## config.mk

```make
export PLATFORM = sky130hd
export DESIGN_NAME = rtes_slave
export DESIGN_NICKNAME = d
export VERILOG_FILES = /design/src/design/rtes_pkg.sv /design/src/design/rtes_slave.sv
export VERILOG_INCLUDE_DIRS = /design/src /design/src/design
export SDC_FILE = /design/constraint.sdc
export NUM_CORES = 1
export LEC_CHECK = 0
export BUFFER_PORTS_ARGS = -buffer_cell sky130_fd_sc_hd__clkbuf_2
export CAP_MARGIN = 0
export CORE_AREA = 2 2 90 92
export CTS_BUF_LIST = sky130_fd_sc_hd__clkbuf_4 sky130_fd_sc_hd__clkbuf_8
export CTS_CLUSTER_DIAMETER = 200
export CTS_CLUSTER_SIZE = 28
export DETAILED_ROUTE_END_ITERATION = 8
export DIE_AREA = 0 0 92 94
export PLACE_DENSITY = 0.88
export SLEW_MARGIN = 5
export SYNTH_ARGS = -nofsm -noshare
export SYNTH_HDL_FRONTEND = slang
export SYNTH_SLANG_ARGS = --single-unit
```

## constraint.sdc

```tcl
create_clock -name ref_clk -period 2.3 [get_ports ref_clk]
set_clock_uncertainty 0.1 [all_clocks]
set_input_delay 0.46 -clock ref_clk [delete_from_list [all_inputs] [get_ports ref_clk]]
set_output_delay 0.46 -clock ref_clk [all_outputs]
set_load 0.05 [all_outputs]
```

## src/design/rtes_defines.svh

```systemverilog
// shared constants for the two-wire slave sequencer of the clock/memory device
`ifndef RTES_DEFINES_SVH
`define RTES_DEFINES_SVH

// ==========================================================
// slave address patterns (upper seven bits)
`define RTES_ADDR_ARRAY 7'h57
`define RTES_ADDR_CTRL 7'h6f

// ==========================================================
// geometry and reset values
`define RTES_ADDR_W 16
`define RTES_ADDR_RST 16'h0000
`define RTES_PAGE_BITS 4

// ==========================================================
// timing
`define RTES_CLK_HZ 10000000
`define RTES_WRITE_MS 12
`define RTES_WRITE_CYC ((`RTES_CLK_HZ / 1000) * `RTES_WRITE_MS)

`endif

```

## src/design/rtes_pkg.sv

```systemverilog
// types for the two-wire slave sequencer
package rtes_pkg;
    typedef enum logic [2:0] {
        RTES_IDLE,
        RTES_DEV,
        RTES_ADDR_HI,
        RTES_ADDR_LO,
        RTES_WDATA,
        RTES_RDATA,
        RTES_RACK
    } rtes_state_type;
endpackage

```

## src/design/rtes_slave.sv

```systemverilog
// two-wire slave sequencer: addressing, write commit, busy polling, reads
`timescale 1ns/1ps
`include "rtes_defines.svh"

// Behaviour
// - early stop resets, no write performed
// - valid write stop starts nonvolatile cycle
// - array address gets no ack while busy
// - counter holds last read address plus one
// - counter clears to zero at reset
// - read address acked, eight bits shifted out
// - word address bytes acked, then data returned
// - stop after word address loads counter
// - after stop, ignore bus until start
// - master ack after data gives next byte
// - read increment crosses page boundaries
// - counter wraps at end of space
// - busy cycle ignores bus, data released
// - ack only matching seven-bit slave address
// - write increments wrap within the page
module rtes_slave #(
    parameter int ADDR_W = `RTES_ADDR_W,
    parameter int WRITE_CYC = `RTES_WRITE_CYC
) (
    input wire logic ref_clk,
    input wire logic resetn,
    input wire logic scl_in,
    input wire logic sda_in,
    output logic sda_out,
    output logic sda_oe_n,
    output logic [ADDR_W-1:0] mem_addr,
    input wire logic [7:0] mem_rdata,
    output logic [7:0] mem_wdata,
    output logic mem_wr,
    output logic ctrl_space,
    output logic nv_commit,
    output logic nv_busy
);
    // refuse widths the two word bytes cannot fill and counts the timer cannot hold
    if (ADDR_W < 9 || ADDR_W > 16 || WRITE_CYC < 1 || WRITE_CYC > 16777215) begin : g_bad_params
        $error("rtes_slave: unsupported parameters");
    end

    // ==========================================================
    // pin synchronisers and edge detection
    logic [1:0] scl_s_r, sda_s_r;
    logic scl_d_r, sda_d_r;
    always_ff @(posedge ref_clk) begin
        if (!resetn) begin
            scl_s_r <= 2'h3;
            sda_s_r <= 2'h3;
            scl_d_r <= 1'b1;
            sda_d_r <= 1'b1;
        end else begin
            scl_s_r <= {scl_s_r[0], scl_in};
            sda_s_r <= {sda_s_r[0], sda_in};
            scl_d_r <= scl_s_r[1];
            sda_d_r <= sda_s_r[1];
        end
    end
    wire scl = scl_s_r[1];
    wire sda = sda_s_r[1];
    wire scl_rise = scl && !scl_d_r;
    wire scl_fall = !scl && scl_d_r;
    wire start_ev = scl && scl_d_r && !sda && sda_d_r;
    wire stop_ev = scl && scl_d_r && sda && !sda_d_r;

    // ==========================================================
    // sequencer state
    rtes_pkg::rtes_state_type state_r;
    logic [3:0] bit_r;
    logic [7:0] shift_r;
    logic ack_phase_r;
    logic ack_drive_r;
    logic is_ctrl_r;
    logic wrote_r;
    logic [ADDR_W-1:0] addr_r;
    logic [23:0] busy_cnt_r;

    wire busy = busy_cnt_r != 24'h000000;
    wire [6:0] dev_id = shift_r[7:1];
    wire id_array = dev_id == `RTES_ADDR_ARRAY;
    wire id_ctrl = dev_id == `RTES_ADDR_CTRL;
    wire [ADDR_W-1:0] addr_inc = addr_r + {{(ADDR_W-1){1'b0}}, 1'b1};
    wire [`RTES_PAGE_BITS-1:0] col_inc = addr_r[`RTES_PAGE_BITS-1:0] + 4'h1;

    // ==========================================================
    // nonvolatile write timer
    // the clock rise just before a stop counts as one bit, so a byte boundary shows one
    always_ff @(posedge ref_clk) begin
        if (!resetn) begin
            busy_cnt_r <= 24'h000000;
        end else if (stop_ev && state_r == rtes_pkg::RTES_WDATA && wrote_r && bit_r == 4'h1 && !ack_phase_r) begin
            busy_cnt_r <= 24'(WRITE_CYC);
        end else if (busy) begin
            busy_cnt_r <= busy_cnt_r - 24'h000001;
        end
    end

    // ==========================================================
    // byte engine and protocol state
    always_ff @(posedge ref_clk) begin
        if (!resetn) begin
            state_r <= rtes_pkg::RTES_IDLE;
            bit_r <= 4'h0;
            shift_r <= 8'h00;
            ack_phase_r <= 1'b0;
            ack_drive_r <= 1'b0;
            is_ctrl_r <= 1'b0;
            wrote_r <= 1'b0;
            addr_r <= '0;
            mem_wdata <= 8'h00;
            mem_wr <= 1'b0;
        end else begin
            mem_wr <= 1'b0;
            // bump the column only after the strobe, so the byte lands at the
            // address it was meant for
            if (mem_wr) begin
                addr_r[`RTES_PAGE_BITS-1:0] <= col_inc;
            end
            if (busy) begin
                state_r <= rtes_pkg::RTES_IDLE;
                ack_drive_r <= 1'b0;
            end else if (start_ev) begin
                state_r <= rtes_pkg::RTES_DEV;
                bit_r <= 4'h0;
                ack_phase_r <= 1'b0;
                ack_drive_r <= 1'b0;
                wrote_r <= 1'b0;
            end else if (stop_ev) begin
                // a stop mid-byte or before a data byte leaves memory alone; a stop
                // after word bytes has already loaded the counter
                state_r <= rtes_pkg::RTES_IDLE;
                ack_drive_r <= 1'b0;
            end else if (state_r != rtes_pkg::RTES_IDLE) begin
                if (scl_rise && !ack_phase_r) begin
                    // while sending, the bit on the line must hold until the clock falls
                    if (state_r != rtes_pkg::RTES_RDATA) begin
                        shift_r <= {shift_r[6:0], sda};
                    end
                    bit_r <= bit_r + 4'h1;
                end else if (scl_rise && ack_phase_r && state_r == rtes_pkg::RTES_RACK) begin
                    // master ack continues, nack goes idle until the next start
                    if (!sda) begin
                        state_r <= rtes_pkg::RTES_RDATA;
                    end else begin
                        state_r <= rtes_pkg::RTES_IDLE;
                    end
                end else if (scl_fall && !ack_phase_r && bit_r == 4'h8) begin
                    bit_r <= 4'h0;
                    ack_phase_r <= 1'b1;
                    case (state_r)
                        rtes_pkg::RTES_DEV: begin
                            if (id_array || id_ctrl) begin
                                ack_drive_r <= 1'b1;
                                is_ctrl_r <= id_ctrl;
                                state_r <= shift_r[0] ? rtes_pkg::RTES_RDATA : rtes_pkg::RTES_ADDR_HI;
                            end else begin
                                state_r <= rtes_pkg::RTES_IDLE;
                            end
                        end
                        rtes_pkg::RTES_ADDR_HI: begin
                            ack_drive_r <= 1'b1;
                            addr_r[ADDR_W-1:8] <= shift_r[ADDR_W-9:0];
                            state_r <= rtes_pkg::RTES_ADDR_LO;
                        end
                        rtes_pkg::RTES_ADDR_LO: begin
                            ack_drive_r <= 1'b1;
                            addr_r[7:0] <= shift_r;
                            state_r <= rtes_pkg::RTES_WDATA;
                        end
                        rtes_pkg::RTES_WDATA: begin
                            ack_drive_r <= 1'b1;
                            mem_wdata <= shift_r;
                            mem_wr <= 1'b1;
                            wrote_r <= 1'b1;
                        end
                        rtes_pkg::RTES_RDATA: begin
                            // sent the byte, release line for master ack
                            ack_drive_r <= 1'b0;
                            addr_r <= addr_inc;
                            state_r <= rtes_pkg::RTES_RACK;
                        end
                        default: begin
                            state_r <= rtes_pkg::RTES_IDLE;
                        end
                    endcase
                end else if (scl_fall && ack_phase_r) begin
                    ack_phase_r <= 1'b0;
                    ack_drive_r <= 1'b0;
                    if (state_r == rtes_pkg::RTES_RDATA) begin
                        shift_r <= mem_rdata;
                    end
                end else if (scl_fall && state_r == rtes_pkg::RTES_RDATA && bit_r != 4'h0) begin
                    shift_r <= {shift_r[6:0], 1'b1};
                end
            end
        end
    end

    // ==========================================================
    // ack and read data drive on data line
    logic drive_low;
    always_comb begin
        drive_low = 1'b0;
        if (!busy) begin
            if (ack_phase_r) begin
                drive_low = ack_drive_r;
            end else if (state_r == rtes_pkg::RTES_RDATA) begin
                drive_low = !shift_r[7];
            end
        end
    end

    assign sda_out = 1'b0;
    assign sda_oe_n = !drive_low;
    assign mem_addr = addr_r;
    assign ctrl_space = is_ctrl_r;
    assign nv_commit = busy_cnt_r == 24'(WRITE_CYC);
    assign nv_busy = busy;
endmodule

```

==> impl_metrics.json <==
{
  "synth_area_leader_cell": "dfxtp_1",
  "rows": 32,
  "core_mm2": 0.00761,
  "yosysWarnings": 0,
  "wl_per_cell_um": 19.5,
  "antenna_found_initial": 0,
  "tightestPinTransition_ns": 0.742,
  "vdd_drop_max_v": 0.000461,
  "critPathKind": "flip-flop to output pin",
  "cts_max_level": 3,
  "dpl_cell_area_mm2": 0.00481,
  "finalCritPeriodShare": 1.16,
  "fin_area_mm2": 0.00560,
  "drtIter0Drc": 507,
  "min-delay-start": "scl_in",
  "ys_seq_area_frac": 0.360,
  "clk_latency_ns": 0.36,
  "rr_worst_depth": 7,
  "synth_commonest_cells": "dfxtp_1 (74), nor2_1 (41), nand2_1 (39)",
  "drive_above_1_share": 0.387,
  "synth_edf_count": 0,
  "clock-sinks": 74,
  "netlist_instances": 493,
  "die_x_um": 92,
  "synthArstFlopShare": 0,
  "gp_congestion": 0.917,
  "initial_core_util": 0.541,
  "track_usage": 0.303,
  "start_kind": "flip-flop",
  "wl_um": 13800,
  "post-route-util": 0.736,
  "rsz0062_at_grt": "yes",
  "max-slew-margin-rel": 0.501,
  "synth.distinct_cells": 66,
  "netlist.area_leader.share": 0.360,
  "die_y_um": 94,
  "clk_pin_slew_ns": 0.08,
  "ys.flop_type": "dfxtp_1",
  "maxCapViolations": 0,
  "post-place-ws_ns": -0.180,
  "cts_root_buf": "clkbuf_8",
  "period_needed_ns": 2.67,
  "hpwl_um": 8110,
  "nNetsFinal": 622,
  "setup_viol": 43,
  "synth_seq_cells": 74,
  "area_delta_synth_final_pct": 35.9,
  "drv_slew": 0,
  "syn_nets": 511,
  "dr.pass1.iters": 5,
  "overflow": 0,
  "hold_ws_ns": 0.172,
  "timing.fmax_ghz": 0.375,
  "cts_buffer_depth": 2,
  "syn_avg_cell_area_um2": 8.35,
  "timing.rr.start": "busy_cnt_r[12]$_SDFFE_PN0P_",
  "yosys.cell_count.top_type": "dfxtp_1",
  "whs_endpoint": "scl_s_r[0]$_SDFF_PN1_",
  "fin_ws_ns": -0.367,
  "power_density_mw_per_mm2": 977,
  "hp-class": "input pin to flip-flop",
  "syn-cell-area_mm2": 0.00412,
  "grt_pass1_vias": 4434,
  "synth.area.top_cells": "dfxtp_1 (36%), a21oi_1 (4.4%), nor2_1 (3.7%), nand2_1 (3.6%), mux2i_1 (2.9%)",
  "grt_max_degree": 27,
  "critPathCaptureType": "output pin",
  "worstPathArrival_ns": 2.11,
  "cts_tree": "built",
  "hold_viol_final": 0,
  "port_buffers": 40,
  "crit_fanout": 2,
  "r2r_slack_ns": -0.28,
  "die_area_mm2": 0.00865,
  "ios": 42,
  "routed_via_density": 6.41,
  "drcViolationCount": 0,
  "antenna_left": 0,
  "status": "complete, but fails checks",
  "cts_buffers": 9,
  "grt_pass1_wl_um": 20800,
  "violations": "setup timing",
  "p_leak_nw": 2.29,
  "r2r_end": "busy_cnt_r[17]$_SDFFE_PP0P_",
  "antenna_cells": 0,
  "worst_ep_required_time_ns": 1.74,
  "vias": 4548,
  "hold_depth": 2
}
[cell families after synthesis]
family,Yosys count,synth area share
buffers and inverters,40,0.0453
DFF,74,0.360
and+or+nand+nor,206,0.279
muxes,12,0.0292
adders and majority gates,6,0.0182
xor gates and xnor gates,16,0.0340
AOI/OAI and AO/OA,138,0.234
other,1,0.000911
[worst max-delay path, stage by stage (launching register included)]
cell and delay, ns:
dfxtp_2 0.33, or3_4 0.39, or2_4 0.27, nor4_4 0.35, bufinv_8 0.25, clkbuf_16 0.16
[where the power goes]
group	internal, mW	total [mW]	switching, mW	leakage [nW]
registers	1.43	1.52	0.0914	0.605
logic	1.41	2.92	1.51	1.59
clock network	0.521	1.03	0.512	0.0941
[flip-flops by register name, summed over array words and instances, names as in the netlist, 2 cells and up]
name,flops
busy_cnt_r,24
mem_addr,16
mem_wdata,8
shift_r,8
bit_r,4
state_r,3
scl_s_r,2
sda_s_r,2
[stage by stage]
stage | setup TNS, ns | std cells | total power, mW
floorplan | -0.338 | 493 | 2.74
global placement | -1.63 | 667 | 3.35
detailed placement | -2.73 | 667 | 3.45
CTS | -10.47 | 700 | 4.96
global route | -10.33 | 710 | 5.70
finish | -7.75 | 710 | 5.47
[final cells by class]
class                           instances  area [um2]
Tap cell                              102         128
Inverter                                9        47.5
Clock buffer                           10         138
Clock inverter                          5        55.1
Multi-Input combinational cell        381        2750
Timing Repair Buffer                  129         976
Sequential cell                        74        1500
Fill cell                             513        2010
[worst max path at each step]
stage / start / endpoint / slack, ns / cells past startpoint
6_report: busy_cnt_r[3]$_SDFFE_PP0P_ / nv_busy / -0.37 / 5
5_1_grt: busy_cnt_r[3]$_SDFFE_PP0P_ / nv_busy / -0.39 / 5
4_1_cts: busy_cnt_r[5]$_SDFFE_PP0P_ / sda_oe_n / -0.38 / 6
3_5_place_dp: busy_cnt_r[12]$_SDFFE_PN0P_ / bit_r[3]$_SDFFE_PN0P_ / -0.18 / 6
3_3_place_gp: busy_cnt_r[12]$_SDFFE_PN0P_ / mem_addr[6]$_SDFFE_PN0P_ / -0.13 / 5
2_1_floorplan: busy_cnt_r[5]$_SDFFE_PP0P_ / mem_addr[0]$_SDFF_PN0_ / -0.08 / 6
[metal layers]
layer  global-route usage  share of wire  vias up
met2                0.540           0.51      252
met4                0.178          0.043        0
met3               0.0498          0.061       65
li1                     -              -     2055
met1                0.342           0.38     2176
met5                    0              0        -
[repair_timing]
item / CTS / global route
setup buffers: 16 / 12
setup endpoints to repair: 38 / 58
gates resized for setup: 49 / 40
hold buffers: 0 / 0
pin swaps: 31 / 23
gates cloned: 2 / 0
[cell usage in the layout, fill, tap and decap left out, types with 7 or more instances in the layout]
cell and instances:
a211oi_1 9, nand2b_1 11, dfxtp_2 7, buf_4 73, or4_4 9, nor2_1 41, or2_2 8, nand2_1 36
buf_6 15, or3_1 7, nor3_1 10, nand3_1 15, dfxtp_1 65, xor2_1 12, mux2i_1 12, clkbuf_8 11
nand4_1 10, o211ai_1 10, inv_1 7, a21oi_1 33, o31ai_1 11, o21ai_0 11, clkbuf_2 37
Power figures use the tool's default switching activity.
